### src/core/asc_pkg.sv
// package for the converter sequencing control block
// holds register offsets, field positions, reset values, codes and cycle counts
package asc_pkg;

	// wishbone register byte addresses
	localparam logic [7:0] REG_CONTROL_ONE_ADDR = 8'h00;
	localparam logic [7:0] REG_CONTROL_TWO_ADDR = 8'h04;
	localparam logic [7:0] REG_CONTROL_THREE_ADDR = 8'h08;
	localparam logic [7:0] REG_AUX_ADDR = 8'h0c;
	localparam logic [7:0] REG_RESULT_ADDR = 8'h10;

	// control_one field positions
	localparam int C1_CONVERTER_ON = 15;
	localparam int C1_IDLE_HALT = 13;
	localparam int C1_DMA_ORDER = 12;
	localparam int C1_RESOLUTION = 10;
	localparam int C1_FORMAT_LSB = 8;
	localparam int C1_TRIGGER_LSB = 5;
	localparam int C1_SIMULTANEOUS = 3;
	localparam int C1_AUTO_SAMPLE = 2;
	localparam int C1_SAMPLE_CTRL = 1;
	localparam int C1_DONE = 0;

	// control_two field positions
	localparam int C2_REFERENCE_LSB = 13;
	localparam int C2_CHANNEL_COUNT_LSB = 8;
	localparam int C2_HALF_STATUS = 7;
	localparam int C2_SAMPLES_LSB = 2;
	localparam int C2_FILL_MODE = 1;

	// control_three field positions
	localparam int C3_SAMPLE_TIME_LSB = 8;
	localparam int C3_DIVIDER_LSB = 0;

	// aux register field positions
	localparam int AUX_IRQ_FLAG = 8;
	localparam int AUX_LEN_LSB = 0;

	// writable bits of each control register
	localparam logic [15:0] C1_WMASK = 16'hb7ee;
	localparam logic [15:0] C2_WMASK = 16'he73f;
	localparam logic [15:0] C3_WMASK = 16'h1fff;

	// values after reset
	localparam logic [15:0] C1_RESET = 16'h0000;
	localparam logic [15:0] C2_RESET = 16'h0000;
	localparam logic [15:0] C3_RESET = 16'h0000;
	localparam logic [2:0] AUX_LEN_RESET = 3'h3;

	// conversion length in conversion clock periods
	localparam logic [4:0] CONV_TADS_10 = 5'h0c;
	localparam logic [4:0] CONV_TADS_12 = 5'h0e;

	// trigger source codes
	localparam logic [2:0] TRIG_MANUAL = 3'h0;
	localparam logic [2:0] TRIG_PIN = 3'h1;
	localparam logic [2:0] TRIG_TIMER = 3'h2;
	localparam logic [2:0] TRIG_AUTO = 3'h7;

	// output format codes
	localparam logic [1:0] FMT_INT = 2'h0;
	localparam logic [1:0] FMT_SINT = 2'h1;
	localparam logic [1:0] FMT_FRAC = 2'h2;
	localparam logic [1:0] FMT_SFRAC = 2'h3;

	// sequencer states
	typedef enum logic [1:0] {
		ST_IDLE = 2'b00,
		ST_SAMPLE = 2'b01,
		ST_CONVERT = 2'b10
	} asc_state_t;

endpackage

### src/core/asc_top.sv
// converter sequencing control: registers, sample/convert sequencer, dma feed
// assumes a classic wishbone master and an analog core that returns its code
// on ANALOG_CODE_IN for the channel on CONVERT_CH_OUT at conversion end
`timescale 1ns/1ps
`default_nettype none
module asc_top
	import asc_pkg::*;
(
	input wire logic CORE_CLK_IN,
	input wire logic RST_IN,
	input wire logic WB_CYC_IN,
	input wire logic WB_STB_IN,
	input wire logic WB_WE_IN,
	input wire logic [7:0] WB_ADR_IN,
	input wire logic [3:0] WB_SEL_IN,
	input wire logic [31:0] WB_DAT_IN,
	output logic [31:0] WB_DAT_OUT,
	output logic WB_ACK_OUT,
	input wire logic IDLE_MODE_IN,
	input wire logic EXT_TRIG_IN,
	input wire logic TIMER_MATCH_IN,
	input wire logic [11:0] ANALOG_CODE_IN,
	output logic [3:0] SAMPLE_CH_OUT,
	output logic [1:0] CONVERT_CH_OUT,
	output logic CONVERTING_OUT,
	output logic VREF_POS_EXT_OUT,
	output logic VREF_NEG_EXT_OUT,
	output logic RES_VALID_OUT,
	output logic [15:0] RES_DATA_OUT,
	output logic [7:0] RES_ADDR_OUT,
	output logic DMA_REQ_OUT,
	output logic IRQ_FLAG_OUT
);

	// whole state of the block except the conversion clock divider
	typedef struct packed {
		asc_state_t state;        // sequencer state
		logic [15:0] con1;        // control_one storage
		logic [15:0] con2;        // control_two storage
		logic [15:0] con3;        // control_three storage
		logic [2:0] dma_len;      // log2 of dma words per channel
		logic irq;                // conversion_irq_flag
		logic buffer_half_status;               // buffer_half_status
		logic [4:0] tcnt;         // conversion clock count in a phase
		logic [1:0] ch;           // current channel
		logic [3:0] smp_cnt;      // conversions since last flag
		logic [3:0] buf_idx;      // standalone buffer index
		logic [7:0] ptr;          // dma pointer within a channel block
		logic trig_prev;          // last pin trigger level
		logic ack;                // bus acknowledge
		logic [31:0] rdata;       // bus read data
		logic res_valid;          // result strobe
		logic [15:0] res_data;    // formatted result
		logic [7:0] res_addr;     // dma address of result
		logic dma_req;            // dma request pulse
		logic [3:0] sample_ch;    // sample/hold channels sampling
		logic converting;         // conversion in progress
		logic vpos;               // external positive reference
		logic vneg;               // external negative reference
	} asc_core_t;

	asc_core_t s;
	asc_core_t n;

	logic tad;                    // conversion clock enable
	logic [15:0] fmt_word;        // formatted converter code
	logic div_run;                // divider runs while sequencing

	// last channel index from resolution and channel count
	function automatic logic [1:0] last_chan(input logic res12, input logic [1:0] cnt);
		logic [1:0] r;
		r = 2'h0;
		if (res12) begin
			r = 2'h0;
		end else if (cnt[1]) begin
			r = 2'h3;
		end else if (cnt[0]) begin
			r = 2'h1;
		end
		return r;
	endfunction

	// merge written bits into a stored register
	function automatic logic [15:0] wmerge(input logic [15:0] old, input logic [15:0] dat,
		input logic [15:0] msk);
		return (old & ~msk) | (dat & msk);
	endfunction

	// divider runs only while the sequencer is active and not halted
	assign div_run = s.con1[C1_CONVERTER_ON] && (s.state != ST_IDLE)
		&& !(s.con1[C1_IDLE_HALT] && IDLE_MODE_IN);

	// conversion clock divider
	asc_tad_div asc_tad_div_inst (
		.clk_in(CORE_CLK_IN),
		.rst_in(RST_IN),
		.run_in(div_run),
		.div_in(s.con3[C3_DIVIDER_LSB +: 8]),
		.tick_out(tad)
	);

	// result formatter
	asc_fmt asc_fmt_inst (
		.code_in(ANALOG_CODE_IN),
		.format_in(s.con1[C1_FORMAT_LSB +: 2]),
		.res12_in(s.con1[C1_RESOLUTION]),
		.word_out(fmt_word)
	);

	// next-state logic: bus first, then hardware events so sets win
	always_comb begin
		logic bus_req;            // request taken this cycle
		logic [15:0] bm;          // byte write mask
		logic res12;              // 12-bit mode
		logic sim;                // effective simultaneous mode
		logic [1:0] last;         // last channel index
		logic [2:0] trig;         // trigger source
		logic [3:0] samples_per_interrupt;         // samples per interrupt
		logic [4:0] samc;         // sample time in conversion clocks
		logic [4:0] conv_last;    // last count of a conversion
		logic [7:0] len_mask;     // dma block mask
		logic halt;               // idle mode halt
		logic end_smp;            // sampling ends
		logic seq_end;            // whole sequence done
		logic [15:0] rd;          // register read value
		n = s;
		bus_req = WB_CYC_IN && WB_STB_IN && !s.ack;
		bm = {{8{WB_SEL_IN[1]}}, {8{WB_SEL_IN[0]}}};
		res12 = 1'b0;
		sim = 1'b0;
		last = 2'h0;
		trig = 3'h0;
		samples_per_interrupt = 4'h0;
		samc = 5'h0;
		conv_last = 5'h0;
		len_mask = 8'h00;
		halt = 1'b0;
		end_smp = 1'b0;
		seq_end = 1'b0;
		rd = 16'h0000;
		n.ack = 1'b0;
		n.res_valid = 1'b0;
		n.dma_req = 1'b0;
		n.trig_prev = EXT_TRIG_IN;

		// bus access, acknowledged in the following cycle
		if (bus_req) begin
			n.ack = 1'b1;
			if (WB_WE_IN) begin
				if (WB_ADR_IN == REG_CONTROL_ONE_ADDR) begin
					n.con1 = wmerge(s.con1, WB_DAT_IN[15:0], C1_WMASK & bm);
					if (WB_SEL_IN[0] && !WB_DAT_IN[C1_DONE]) begin
						n.con1[C1_DONE] = 1'b0;
					end
				end else if (WB_ADR_IN == REG_CONTROL_TWO_ADDR) begin
					n.con2 = wmerge(s.con2, WB_DAT_IN[15:0], C2_WMASK & bm);
				end else if (WB_ADR_IN == REG_CONTROL_THREE_ADDR) begin
					n.con3 = wmerge(s.con3, WB_DAT_IN[15:0], C3_WMASK & bm);
				end else if (WB_ADR_IN == REG_AUX_ADDR) begin
					// flag clears on a zero write only
					if (WB_SEL_IN[1] && !WB_DAT_IN[AUX_IRQ_FLAG]) begin
						n.irq = 1'b0;
					end
					if (WB_SEL_IN[0]) begin
						n.dma_len = WB_DAT_IN[AUX_LEN_LSB +: 3];
					end
				end
			end else begin
				// read mux; unmapped addresses read zero
				if (WB_ADR_IN == REG_CONTROL_ONE_ADDR) begin
					rd = s.con1;
					rd[C1_SIMULTANEOUS] = s.con1[C1_SIMULTANEOUS]
						& ~s.con1[C1_RESOLUTION];
				end else if (WB_ADR_IN == REG_CONTROL_TWO_ADDR) begin
					rd = s.con2;
					if (s.con1[C1_RESOLUTION]) begin
						rd[C2_CHANNEL_COUNT_LSB +: 2] = 2'h0;
					end
					rd[C2_HALF_STATUS] = s.buffer_half_status;
				end else if (WB_ADR_IN == REG_CONTROL_THREE_ADDR) begin
					rd = s.con3;
				end else if (WB_ADR_IN == REG_AUX_ADDR) begin
					rd = {7'h00, s.irq, 5'h00, s.dma_len};
				end else if (WB_ADR_IN == REG_RESULT_ADDR) begin
					rd = s.res_data;
				end
				n.rdata = {16'h0000, rd};
			end
		end

		// configuration as seen after this cycle's write
		res12 = n.con1[C1_RESOLUTION];
		sim = n.con1[C1_SIMULTANEOUS] && !res12;
		last = last_chan(res12, n.con2[C2_CHANNEL_COUNT_LSB +: 2]);
		trig = n.con1[C1_TRIGGER_LSB +: 3];
		samples_per_interrupt = n.con2[C2_SAMPLES_LSB +: 4];
		samc = n.con3[C3_SAMPLE_TIME_LSB +: 5];
		if (samc == 5'h00) begin
			samc = 5'h01;
		end
		conv_last = (res12 ? CONV_TADS_12 : CONV_TADS_10) - 5'h01;
		len_mask = 8'((9'h001 << n.dma_len) - 9'h001);
		halt = n.con1[C1_IDLE_HALT] && IDLE_MODE_IN;

		// sequencer
		if (!n.con1[C1_CONVERTER_ON]) begin
			// module off: park everything
			n.state = ST_IDLE;
			n.con1[C1_SAMPLE_CTRL] = 1'b0;
			n.tcnt = 5'h00;
			n.ch = 2'h0;
			// restart buffer filling so a new run begins at its first slot
			n.smp_cnt = 4'h0;
			n.buf_idx = 4'h0;
			n.ptr = 8'h00;
			n.buffer_half_status = 1'b0;
		end else if (!halt) begin
			case (s.state)
				ST_IDLE: begin
					if (n.con1[C1_AUTO_SAMPLE]) begin
						n.con1[C1_SAMPLE_CTRL] = 1'b1;
					end
					if (n.con1[C1_SAMPLE_CTRL]) begin
						n.state = ST_SAMPLE;
						n.tcnt = 5'h00;
					end
				end
				ST_SAMPLE: begin
					// choose what ends sampling
					case (trig)
						TRIG_MANUAL: begin
							end_smp = !n.con1[C1_SAMPLE_CTRL];
						end
						TRIG_PIN: begin
							end_smp = EXT_TRIG_IN && !s.trig_prev;
						end
						TRIG_TIMER: begin
							end_smp = TIMER_MATCH_IN;
						end
						TRIG_AUTO: begin
							if (tad) begin
								n.tcnt = s.tcnt + 5'h01;
								end_smp = (n.tcnt >= samc);
							end
						end
						default: begin
							end_smp = 1'b0;
						end
					endcase
					if (end_smp) begin
						n.con1[C1_SAMPLE_CTRL] = 1'b0;
						n.con1[C1_DONE] = 1'b0;
						n.state = ST_CONVERT;
						n.tcnt = 5'h00;
					end else if (!n.con1[C1_SAMPLE_CTRL]) begin
						// software withdrew sampling under a hardware trigger
						n.state = ST_IDLE;
					end
				end
				ST_CONVERT: begin
					if (tad) begin
						if (s.tcnt == conv_last) begin
							// conversion complete: deliver result
							n.tcnt = 5'h00;
							n.res_valid = 1'b1;
							n.res_data = fmt_word;
							if (n.con1[C1_DMA_ORDER]) begin
								n.res_addr = {4'h0, s.buf_idx};
							end else begin
								n.res_addr = 8'({6'h00, s.ch} << s.dma_len)
									| (s.ptr & len_mask);
							end
							// count conversions towards the flag
							if (s.smp_cnt >= samples_per_interrupt) begin
								n.smp_cnt = 4'h0;
								n.buf_idx = 4'h0;
								n.irq = 1'b1;
								n.dma_req = 1'b1;
								n.ptr = (s.ptr + 8'h01) & len_mask;
								if (n.con2[C2_FILL_MODE]) begin
									n.buffer_half_status = ~s.buffer_half_status;
								end
							end else begin
								n.smp_cnt = s.smp_cnt + 4'h1;
								n.buf_idx = s.buf_idx + 4'h1;
							end
							// step channel; simultaneous mode converts held channels
							seq_end = !sim || (s.ch == last);
							n.ch = (s.ch >= last) ? 2'h0 : s.ch + 2'h1;
							if (!seq_end) begin
								n.con1[C1_DONE] = 1'b0;
							end else begin
								n.con1[C1_DONE] = 1'b1;
								if (n.con1[C1_AUTO_SAMPLE]) begin
									n.con1[C1_SAMPLE_CTRL] = 1'b1;
									n.state = ST_SAMPLE;
								end else begin
									n.state = ST_IDLE;
								end
							end
						end else begin
							n.tcnt = s.tcnt + 5'h01;
						end
					end
				end
				default: begin
					n.state = ST_IDLE;
				end
			endcase
		end

		// registered status outputs
		n.converting = (n.state == ST_CONVERT);
		if (n.state != ST_SAMPLE) begin
			n.sample_ch = 4'h0;
		end else if (sim) begin
			n.sample_ch = last[1] ? 4'hf : 4'h3;
		end else begin
			n.sample_ch = 4'(4'h1 << n.ch);
		end
		// reference selection
		case (n.con2[C2_REFERENCE_LSB +: 3])
			3'h1: begin
				n.vpos = 1'b1;
				n.vneg = 1'b0;
			end
			3'h2: begin
				n.vpos = 1'b0;
				n.vneg = 1'b1;
			end
			3'h3: begin
				n.vpos = 1'b1;
				n.vneg = 1'b1;
			end
			default: begin
				n.vpos = 1'b0;
				n.vneg = 1'b0;
			end
		endcase
	end

	// state register with constant reset values
	always_ff @(posedge CORE_CLK_IN or posedge RST_IN) begin
		if (RST_IN) begin
			s <= '{state: ST_IDLE, con1: C1_RESET, con2: C2_RESET, con3: C3_RESET,
				dma_len: AUX_LEN_RESET, default: '0};
		end else begin
			s <= n;
		end
	end

	// outputs straight from the state register
	assign WB_DAT_OUT = s.rdata;
	assign WB_ACK_OUT = s.ack;
	assign SAMPLE_CH_OUT = s.sample_ch;
	assign CONVERT_CH_OUT = s.ch;
	assign CONVERTING_OUT = s.converting;
	assign VREF_POS_EXT_OUT = s.vpos;
	assign VREF_NEG_EXT_OUT = s.vneg;
	assign RES_VALID_OUT = s.res_valid;
	assign RES_DATA_OUT = s.res_data;
	assign RES_ADDR_OUT = s.res_addr;
	assign DMA_REQ_OUT = s.dma_req;
	assign IRQ_FLAG_OUT = s.irq;

endmodule
`default_nettype wire

### src/core/asc_tad_div.sv
// conversion clock divider: one-cycle enable every (divider + 1) clocks
// assumes the core clock is the instruction clock
`timescale 1ns/1ps
`default_nettype none
module asc_tad_div
	import asc_pkg::*;
(
	input wire logic clk_in,
	input wire logic rst_in,
	input wire logic run_in,
	input wire logic [7:0] div_in,
	output logic tick_out
);
	// divider state
	typedef struct packed {
		logic [7:0] cnt;
		logic tick;
	} asc_div_t;

	asc_div_t s;
	asc_div_t n;

	// restart phase whenever stopped so the first period is whole
	always_comb begin
		n = s;
		n.tick = 1'b0;
		if (!run_in) begin
			n.cnt = 8'h00;
		end else if (s.cnt == div_in) begin
			n.cnt = 8'h00;
			n.tick = 1'b1;
		end else begin
			n.cnt = s.cnt + 8'h01;
		end
	end

	// state register
	always_ff @(posedge clk_in or posedge rst_in) begin
		if (rst_in) begin
			s <= '0;
		end else begin
			s <= n;
		end
	end

	assign tick_out = s.tick;
endmodule
`default_nettype wire

### src/core/asc_fmt.sv
// result formatter: raw converter code to the 16-bit output word
// purely combinational; the caller registers the result
`timescale 1ns/1ps
`default_nettype none
module asc_fmt
	import asc_pkg::*;
(
	input wire logic [11:0] code_in,
	input wire logic [1:0] format_in,
	input wire logic res12_in,
	output logic [15:0] word_out
);
	// format selection per resolution
	always_comb begin
		word_out = 16'h0000;
		if (res12_in) begin
			case (format_in)
				FMT_INT: word_out = {4'h0, code_in};
				FMT_SINT: word_out = {{5{~code_in[11]}}, code_in[10:0]};
				FMT_FRAC: word_out = {code_in, 4'h0};
				default: word_out = {~code_in[11], code_in[10:0], 4'h0};
			endcase
		end else begin
			case (format_in)
				FMT_INT: word_out = {6'h00, code_in[9:0]};
				FMT_SINT: word_out = {{7{~code_in[9]}}, code_in[8:0]};
				FMT_FRAC: word_out = {code_in[9:0], 6'h00};
				default: word_out = {~code_in[9], code_in[8:0], 6'h00};
			endcase
		end
	end
endmodule
`default_nettype wire

### config.mk
export PLATFORM = sky130hd
export DESIGN_NAME = asc_top
export DESIGN_NICKNAME = d
export VERILOG_FILES = /design/src/core/asc_pkg.sv /design/src/core/asc_top.sv /design/src/core/asc_tad_div.sv /design/src/core/asc_fmt.sv
export SDC_FILE = /design/constraint.sdc
export NUM_CORES = 1
export LEC_CHECK = 0
export ABC_AREA = 1
export BUFFER_PORTS_ARGS = -buffer_cell sky130_fd_sc_hd__buf_2
export CORE_ASPECT_RATIO = 0.5
export CORE_UTILIZATION = 51
export DETAILED_ROUTE_END_ITERATION = 6
export HOLD_SLACK_MARGIN = 0.15
export PLACE_DENSITY = 0.77
export SETUP_SLACK_MARGIN = 0.1
export SLEW_MARGIN = 25
export SYNTH_ARGS = -nofsm -noshare
export SYNTH_HDL_FRONTEND = slang
export SYNTH_SLANG_ARGS = --single-unit
### constraint.sdc
create_clock -name CORE_CLK_IN -period 3.2 [get_ports CORE_CLK_IN]
set_input_delay 0.16 -clock CORE_CLK_IN [delete_from_list [all_inputs] [get_ports CORE_CLK_IN]]
set_output_delay 0.16 -clock CORE_CLK_IN [all_outputs]
set_load 0.05 [all_outputs]
==> results of run 1 <==
Yosys cell counts, types with 4 or more instances:
cell type,n,share of area
a21oi_1,34,0.023
a221oi_1,7,0.0082
a31oi_1,13,0.011
buf_4,65,0.065
clkbuf_1,11,0.0055
dfrtp_1,125,0.42
ha_1,21,0.035
inv_1,131,0.066
inv_2,6,0.0030
nand2_1,189,0.095
nand2_2,7,0.0058
nand2_4,5,0.0075
nand3_1,69,0.046
nand4_1,9,0.0075
nor2_1,76,0.038
nor2_4,4,0.0060
nor3_1,8,0.0053
o211ai_1,5,0.0050
o21ai_0,62,0.041
o21ai_1,19,0.013
o21ai_2,4,0.0047
o221ai_1,4,0.0047
o22ai_1,8,0.0067
or2_2,4,0.0033
xnor2_1,9,0.011
xor2_1,10,0.012
cell families after synthesis:
family                   Yosys count
flip-flops                       127
AO/OA/AOI/OAI                    172
XOR/XNOR                          19
buffers and inverters            218
multiplexers                       3
other                              1
adder cells (fa/ha/maj)           21
AND/OR/NAND/NOR                  384
cell usage in the layout, fill, tap and decap left out, types with 3 or more instances in the layout:
cell type and count:
nand2_1 183, inv_1 127, dfrtp_1 125, buf_2 98, nor2_1 74, nand3_1 65
o21ai_0 53, a21oi_1 33, dlygate4sd3_1 32, o21ai_1 25, buf_4 21, ha_1 20
clkbuf_16 17, conb_1 16, a31oi_1 13, nand2_2 11, xor2_1 10, xnor2_1 9
nand4_1 9, inv_2 8, nor3_1 8, o22ai_1 8, nand2_4 7, a221oi_1 7
o21ai_2 6, nor2_4 5, o211ai_1 5, clkinvlp_4 5, nor2_2 4, o221ai_1 4
or2_2 4, bufinv_16 4, nand3_2 3
metal layers:
layer | vias up | share of wire | track usage
li1 | 3221 | - | -
met1 | 3288 | 0.44 | 0.363
met2 | 314 | 0.46 | 0.457
met3 | 30 | 0.085 | 0.0647
met4 | 0 | 0.014 | 0.0909
met5 | - | 0 | 0
cell type report:
| type | count | area [µm²] |
|---|---|---|
| Clock buffer | 18 | 439 |
| Clock inverter | 13 | 186 |
| Fill cell | 1125 | 4930 |
| Inverter | 138 | 524 |
| Multi-Input combinational cell | 615 | 3430 |
| Sequential cell | 127 | 3180 |
| Tap cell | 192 | 240 |
| Timing Repair Buffer | 153 | 1000 |
timing repair:
item | CTS | global route
buffers inserted | 2 | 3
endpoints found under the hold margin | 178 | 0
resized for setup | 2 | 38
setup endpoints to repair | 9 | 29
cloned | 0 | 0
pin swaps | 1 | 8
hold buffers | 32 | 0
worst min path at each step:
stage                             startpoint               end  slack (ps)  cells after the start
after global placement           EXT_TRIG_IN             s[66]         280                      1
after global routing            WB_SEL_IN[0]             s[92]         170                      3
after CTS                 ANALOG_CODE_IN[10]  RES_DATA_OUT[14]         150                      5
after floorplan                  EXT_TRIG_IN             s[66]         190                      0
final                     ANALOG_CODE_IN[10]  RES_DATA_OUT[14]         160                      5
after detailed placement         EXT_TRIG_IN             s[66]         290                      1
flip-flops by register name, summed over array words and instances, names as in the netlist, named ones only:
name and count:
SAMPLE_CH_OUT 4, VREF_NEG_EXT_OUT 1, DMA_REQ_OUT 1, asc_tad_div_inst.s 8, CONVERTING_OUT 1, RES_DATA_OUT 16, WB_ACK_OUT 1, s 53
asc_tad_div_inst.tick_out 1, VREF_POS_EXT_OUT 1, IRQ_FLAG_OUT 1, CONVERT_CH_OUT 2, WB_DAT_OUT 16, RES_VALID_OUT 1, RES_ADDR_OUT 8
metrics by stage:
stage / util / instance area, µm² / setup slack [ps] / TNS, ps
floorplan: - / 7560 / 116 / 0
global placement: 0.566 / 7880 / 105 / 0
detailed placement: 0.566 / 7880 / -95.7 / -395
CTS: 0.635 / 8840 / 113 / 0
global route: 0.646 / 9000 / 81.9 / 0
finish: 0.646 / 9000 / 277 / 0
critical path: cells and delay by family:
kind | cells | cell delay, ps
and+or+nand+nor | 14 | 1460
buffers and inverters | 4 | 750
AOI/OAI and AO/OA | 3 | 550
adders and majority gates | 1 | 300
power by group through the flow:
stage	Combinational (mW)	Clock, mW	Sequential [mW]
after global routing	0.816	2.15	1.75
after global placement	0.646	0	1.76
final	0.744	2.08	1.74
after detailed placement	0.663	0	1.77
after CTS	0.700	2.08	1.74
after floorplan	0.545	0	1.75
==> metrics, run 1 <==
status finished, final reports clean; Comb pwr share 0.163; R2R depth 21; Seq/Total Area, Yosys 0.424; crit-path cells dlygate4sd3_1, buf_2, nand4_4, nor2_4, nand2_4, inv_4, or2_2, o21ai_1, ha_1, nand2_1, inv_1, o21ai_0, nand3_1, o21a_1, nand3_2, nand2_2, nor2_4, nand2_2, nand4_4, nand2_4, nand2_1, nand2_1; Critical Path Sink s[86]; crit share post-route 0.913; warnings from Yosys 0; fin nets 1137; Critical Path RT between 3000 and 4000 ps; worst-case hold slack roughly 160 ps; pwr/cell area between 500 and 600 nW/µm²; FMAX 342 MHz; vias in the first global route between 6000 and 7000; worst hold path class input pin to flop; MaxCap Viol Count 0; CP max-delay cell dlygate4sd3_1; Layout area overhead 20.0%; CTS sink cnt 127; fraction of registers with async set/reset 1.00; Port Buffers 98; CTS Buf Count 17; synth unique cells between 50 and 60; Critical Path Source Type input pin; antenna cells 0; DRC errors left 0; routed via count 6853; CTS root buffer clkbuf_16; Post-Syn Area 7500 µm²; Post-Syn Instances 945; headroom to the max-slew limit 0.498; Chip Width 173 µm; Final Hold Fails 0; R2R Path End s[86]; Setup crit end kind flop; final std cells w/o fill 1256; Avg Inst Size Synth just under 8 µm²; Worst Clk Skew approximately 17 ps; P_int about 3.2 mW; final setup violation count 0; placed cells 1188; Max Slew Vio Count 0; GRT Residual Overflow 0; drt first pass iters 5; WL/cell 16.2 µm; Vert. Die Dim ~90 µm; CP Max Fanout 6; largest family of logic cells by synthesized area simple AND/OR/NAND/NOR gates; hpwl dp 14500 µm; RSZ-0062 raised after global routing no; TritonCTS clock tree yes; Starting Density 0.538; core area 13900 µm²; Placer Congestion 0.919; CP arrival 3220 ps; Clock Path Buffers 2; ratio of cells with drive above 1 in the final layout 0.207; Clock Latency Late Sink ~420 ps; xor-xnor portion of the synthesized cell area 0.0222; crit path kind input pin to flop; sw power 1.33 mW; R2R Setup Slk just over 300 ps; total power 4.56 mW; Leak Pwr 4.68 nW; DR iter-0 viols around 860; simple-gate share of the synthesized area 0.234; Sequential Power Share 0.382; H-tree Lvls 4; worst r2r src WB_ACK_OUT; FP Rows 30; remaining antenna violation count 0; Most Frequent Cell on Critical Path nand2_1; Yosys reg bits 127; clock network power share 0.455; Clock transition at path regs 70 ps; slowest stage delay, CP around 540 ps; first-pass GRT wire length 32500 µm; post-synthesis adder-cell area fraction 0.0351; compound-gate portion of the synthesized area 0.137; fin crit period roughly 2900 ps; Worst-Margin Slew between 700 and 800 ps; GR Util All Layers 0.276; Post-Route WL just over 20000 µm; Max IR drop VDD 0.000362 V; Ports 133; Critical path origin WB_CYC_IN; ys flop type dfrtp_1; total die area 15200 µm²; proportion of synthesized area in mux cells 0.00434; vias per inst 5.46; initial antenna violation count 0; Sw Ratio 0.292; EDFF count, synth 0; largest net degree at the start of global routing 128
Note: power is estimated with default switching activity, not from simulation.
==> run 2: changes to the inputs <==
--- a/config.mk
+++ b/config.mk
@@ -7,7 +7,7 @@
 export LEC_CHECK = 0
 export ABC_AREA = 1
 export BUFFER_PORTS_ARGS = -buffer_cell sky130_fd_sc_hd__buf_2
-export CORE_ASPECT_RATIO = 0.5
+export CORE_ASPECT_RATIO = 1.75
 export CORE_UTILIZATION = 51
 export DETAILED_ROUTE_END_ITERATION = 6
 export HOLD_SLACK_MARGIN = 0.15
==> metrics, run 2 (synthesized netlist as in run 1, its figures left out) <==
status finished, final reports clean; Placer Congestion 0.962; Most Frequent Cell on Critical Path nor2_4; routed via count a little under 7000; TritonCTS clock tree yes; vias per inst 5.48; first-pass GRT wire length ~33000 µm; total die area 15200 µm²; commonest non-fill, non-tap cell in the layout nand2_1; Final Hold Fails 0; setup ws final 247 ps; Clock Path Buffers 2; Chip Width 93.6 µm; GRT Residual Overflow 0; remaining antenna violation count 0; Critical Path Source Type input pin; WL/cell between 15 and 20 µm; FMAX 339 MHz; hpwl dp 15500 µm; H-tree Lvls 4; RSZ-0062 raised after global routing no; CTS root buffer clkbuf_16; Layout area overhead 18.8%; Max IR drop VDD between 0.0003 and 0.0004 V; FP Rows slightly below 60; ratio of cells with drive above 1 in the final layout 0.203; largest net degree at the start of global routing 83; Clock transition at path regs around 60 ps; Largest register FFs 53; commonest non-fill, non-tap cells in the layout nand2_1 (186), inv_1 (126), dfrtp_1 (125); DRC errors left 0; Setup crit end kind flop; Critical Path RT between 3000 and 4000 ps; fin crit period 2950 ps; CTS sink cnt 127; Ports 133; Starting Density 0.522; worst hold path class input pin to flop; drt first pass iters 5; core area 14400 µm²; CTS Buf Count 17; CP Max Fanout 25; crit path kind input pin to flop; vias in the first global route 6531; headroom to the max-slew limit 0.557; slowest stage delay, CP 580 ps; dpl ws -61.8 ps; Clock Latency Late Sink ~420 ps; DR iter-0 viols 559; crit share post-route 0.923; CP max-delay cell dlygate4sd3_1; Worst-Margin Slew approximately 660 ps; pwr/cell area 500 nW/µm²; antenna cells 0; fin nets approximately 1100; worst-case hold slack 158 ps; Vert. Die Dim 162 µm; Max Slew Vio Count 0; GR Util All Layers 0.283; crit-path cells dlygate4sd3_1, buf_2, inv_1, nor2_4, buf_4, nand2_4, buf_4, nand2_1, nand2_1, nor2_1, nor2_4, nand3_4, nor2_4, buf_6, nor2_1, a31oi_1, dlygate4sd3_1; MaxCap Viol Count 0; Post-Route WL approximately 21000 µm; initial antenna violation count 0; Port Buffers 98; CP arrival 3300 ps; Setup TNS 0 ps; final setup violation count 0; largest reg by FF count s; Worst Clk Skew 11.0 ps; Leak Pwr about 4.6 nW
[run 2: cell count changes in the layout (fill, tap and decap cells not counted), moves of 2 or more]
cell and change:
nand2_1 +3, nand2_4 -2, inv_2 +2, clkinv_4 +3, buf_4 -3
[run 2: per-stage QoR]
step | power, mW | instances | utilization | cell area (µm²)
after CTS | 4.44 | 1240 | 0.613 | 8800
after global routing | 4.62 | 1241 | 0.620 | 8910
final | 4.46 | 1241 | 0.620 | 8910
after floorplan | 2.30 | 960 | - | 7560
after global placement | 2.42 | 1177 | 0.548 | 7870
after detailed placement | 2.44 | 1177 | 0.548 | 7870
[run 2: final cells by class]
| class | count | area, µm² |
|---|---|---|
| Timing Repair Buffer | 150 | 977 |
| Multi-Input combinational cell | 615 | 3400 |
| Clock inverter | 12 | 161 |
| Tap cell | 180 | 225 |
| Inverter | 138 | 522 |
| Fill cell | 1202 | 5460 |
| Clock buffer | 19 | 443 |
| Sequential cell | 127 | 3180 |
[run 2: metal layers]
metal | GRT usage | routed length, µm
met1 | 0.304 | 7580
met2 | 0.507 | 10900
met3 | 0.0453 | 1030
met4 | 0.179 | 1380
met5 | 0 | 0
[run 2: path summary, 6_finish.rpt]
kind,start,to,slack [ps],depth (start not counted)
setup / recovery,WB_SEL_IN[1],RES_DATA_OUT[5],250,17
hold / removal,IDLE_MODE_IN,asc_tad_div_inst.s[2],160,4
setup reg to reg,WB_ACK_OUT,RES_DATA_OUT[5],280,16
hold reg to reg,RES_ADDR_OUT[6],RES_ADDR_OUT[6],480,2
max in group asynchronous,RST_IN,s[116],2120,4
min in group asynchronous,RST_IN,RES_ADDR_OUT[2],310,3
[run 2: power breakdown]
group,switching (mW),internal [mW],total (mW)
sequential,0.0631,1.68,1.74
combinational,0.512,0.224,0.736
clock,0.734,1.25,1.98
[run 2: repair_timing]
item                                   4_1_cts  5_1_grt
pin swaps                                    0        2
setup endpoints to repair                    8       29
hold buffers                                32        0
setup buffers                                0        1
endpoints found under the hold margin       65        0
resized for setup                            4       30
[run 2: worst max-delay path, delay by kind of cell]
family | cells | cell delay [ps]
AO/OA/AOI/OAI | 1 | 130
buffers and inverters | 7 | 1940
AND/OR/NAND/NOR | 9 | 1050
==> run 3: changes to the inputs <==
--- a/config.mk
+++ b/config.mk
@@ -8,10 +8,10 @@
 export ABC_AREA = 1
 export BUFFER_PORTS_ARGS = -buffer_cell sky130_fd_sc_hd__buf_2
 export CORE_ASPECT_RATIO = 1.75
-export CORE_UTILIZATION = 51
+export CORE_UTILIZATION = 45
 export DETAILED_ROUTE_END_ITERATION = 6
 export HOLD_SLACK_MARGIN = 0.15
-export PLACE_DENSITY = 0.77
+export PLACE_DENSITY = 0.69
 export SETUP_SLACK_MARGIN = 0.1
 export SLEW_MARGIN = 25
 export SYNTH_ARGS = -nofsm -noshare
==> metrics, run 3 (synthesized netlist as in run 1, its figures left out) <==
Clock Latency Late Sink 420 ps; layer with the highest usage met2; GR met3 Demand/Resource 0.0340; Ports 133; Vert. Die Dim 173 µm; Clock transition at path regs 60 ps; drt first pass iters 4; H-tree Lvls 4; DRC errors left 0; RSZ-0062 raised after global routing no; TritonCTS clock tree yes; placed cells 1224; final std cells w/o fill 1290; routed via count about 6700; commonest non-fill, non-tap cells in the layout nand2_1 (187), inv_1 (126), dfrtp_1 (125); layout filler cell count 1531; CTS Buf Count 17; Layout area overhead 20.2%; met1 usage 0.275; fin crit period 2910 ps; vias in the first global route 6557; crit share post-route 0.910; remaining antenna violation count 0; CP Max Fanout 4; pwr/cell area 505 nW/µm²; Worst-Margin Slew 714 ps; Leak Pwr ~4.7 nW; first-pass GRT wire length 33400 µm; vias per inst 5.17; Critical Path RT ~3600 ps; Setup crit end kind flop; CTS sink cnt about 130; Placer Congestion 0.924; WL/cell 16.1 µm; Clock Path Buffers 2; ratio of cells with drive above 1 in the final layout 0.202; initial antenna violation count 0; Starting Density 0.458; crit path kind flop to flop; Setup TNS 0 ps; FMAX approximately 340 MHz; Largest register FFs 53; Max IR drop VDD 0.000257 V; Max Slew Vio Count 0; Port Buffers 98; FP Rows 62; status finished, final reports clean; MaxCap Viol Count 0; CP arrival 3270 ps; grt met2 use 0.470; fin nets between 1000 and 1500; DR iter-0 viols 308; GRT Residual Overflow 0; worst hold path class input pin to flop; Post-Route WL 20800 µm; crit-path cells inv_2, nand4_4, nor2_4, nand2_1, inv_2, nor2_1, a31oi_2, inv_2, a41o_1, ha_1, nand4_1, nor2_1, o21a_1, nand3_2, nand2_2, nor2_4, o21ai_0, buf_4, nor2_1, nand2_1, nand2_1; crit-path leading delay family simple AND/OR/NAND/NOR gates; antenna cells 0; GR Util All Layers 0.254; total die area 17200 µm²; hpwl dp 15900 µm; headroom to the max-slew limit 0.511; slowest stage delay, CP 380 ps; largest reg by FF count s; Chip Width roughly 100 µm; CP max-delay cell dfrtp_1; commonest non-fill, non-tap cell in the layout nand2_1; final setup violation count 0; Final Hold Fails 0; largest net degree at the start of global routing 49; Worst Path Buf+Inv 4; core area 16400 µm²; Worst Clk Skew a little under 10 ps; CTS root buffer clkbuf_16; Critical Path Source Type flop
[run 3: cell types whose count changed in the layout (fill, tap and decap cells not counted), moves of 2 or more]
cell | before | now
clkbuf_1 | 1 | 3
clkinv_4 | 4 | 1
o21ai_1 | 26 | 24
nand3_1 | 65 | 67
clkbuf_8 | 1 | 3
buf_4 | 18 | 23
nand3_2 | 4 | 2
[run 3: worst paths after layout]
| check | startpoint | to | slack [ps] | depth (start not counted) |
|---|---|---|---|---|
| hold reg to reg | WB_DAT_OUT[14] | WB_DAT_OUT[14] | 480 | 2 |
| setup / recovery | WB_ACK_OUT | s[88] | 290 | 21 |
| max in group asynchronous | RST_IN | s[92] | 2080 | 4 |
| min in group asynchronous | RST_IN | RES_DATA_OUT[6] | 330 | 3 |
| hold / removal | ANALOG_CODE_IN[10] | RES_DATA_OUT[14] | 180 | 5 |
| setup reg to reg | WB_ACK_OUT | s[88] | 290 | 21 |
[run 3: worst register-to-register path, delay by kind of cell, from the launching register on]
kind | cells | cell delay [ps]
buf+inv | 4 | 430
compound gates | 4 | 740
flops | 1 | 380
fa+ha+maj | 1 | 270
simple gates | 12 | 1030
[run 3: metal layers]
layer | share of wire | vias up
met1 | 0.37 | 3157
met2 | 0.54 | 225
li1 | - | 3229
met4 | 0.048 | 0
met5 | 0 | -
met3 | 0.038 | 54
[run 3: stage by stage]
| stage | utilization | hold slack (ps) | worst slack (ps) | power (mW) | instance area (µm²) |
|---|---|---|---|---|---|
| after floorplan | - | 191 | 116 | 2.30 | 7560 |
| after global placement | 0.486 | 221 | 29.7 | 2.43 | 7950 |
| after detailed placement | 0.486 | 228 | 7.00 | 2.44 | 7950 |
| after CTS | 0.544 | 182 | 102 | 4.55 | 8910 |
| after global routing | 0.550 | 195 | 82.7 | 4.73 | 9010 |
| final | 0.550 | 183 | 287 | 4.55 | 9010 |
[run 3: what timing repair did]
action | CTS | global route
buffers inserted | 0 | 2
endpoints found under the hold margin | 66 | 0
endpoints found under the setup margin | 5 | 26
pin swaps | 0 | 3
resized for setup | 2 | 27
hold buffers | 32 | 0
[run 3: power by group]
part / internal (mW) / switching [mW] / total, mW
sequential: 1.68 / 0.0625 / 1.74
clock: 1.37 / 0.713 / 2.08
combinational: 0.228 / 0.504 / 0.732
[run 3: area by class of cell]
class / count / area, µm² / share of cell area
Timing Repair Buffer: 154 / 1000 / 0.111
Sequential cell: 127 / 3180 / 0.353
Clock buffer: 23 / 478 / 0.0531
Inverter: 138 / 522 / 0.0579
Clock inverter: 9 / 156 / 0.0174
Tap cell: 224 / 280 / 0.0311
Multi-Input combinational cell: 615 / 3390 / 0.376
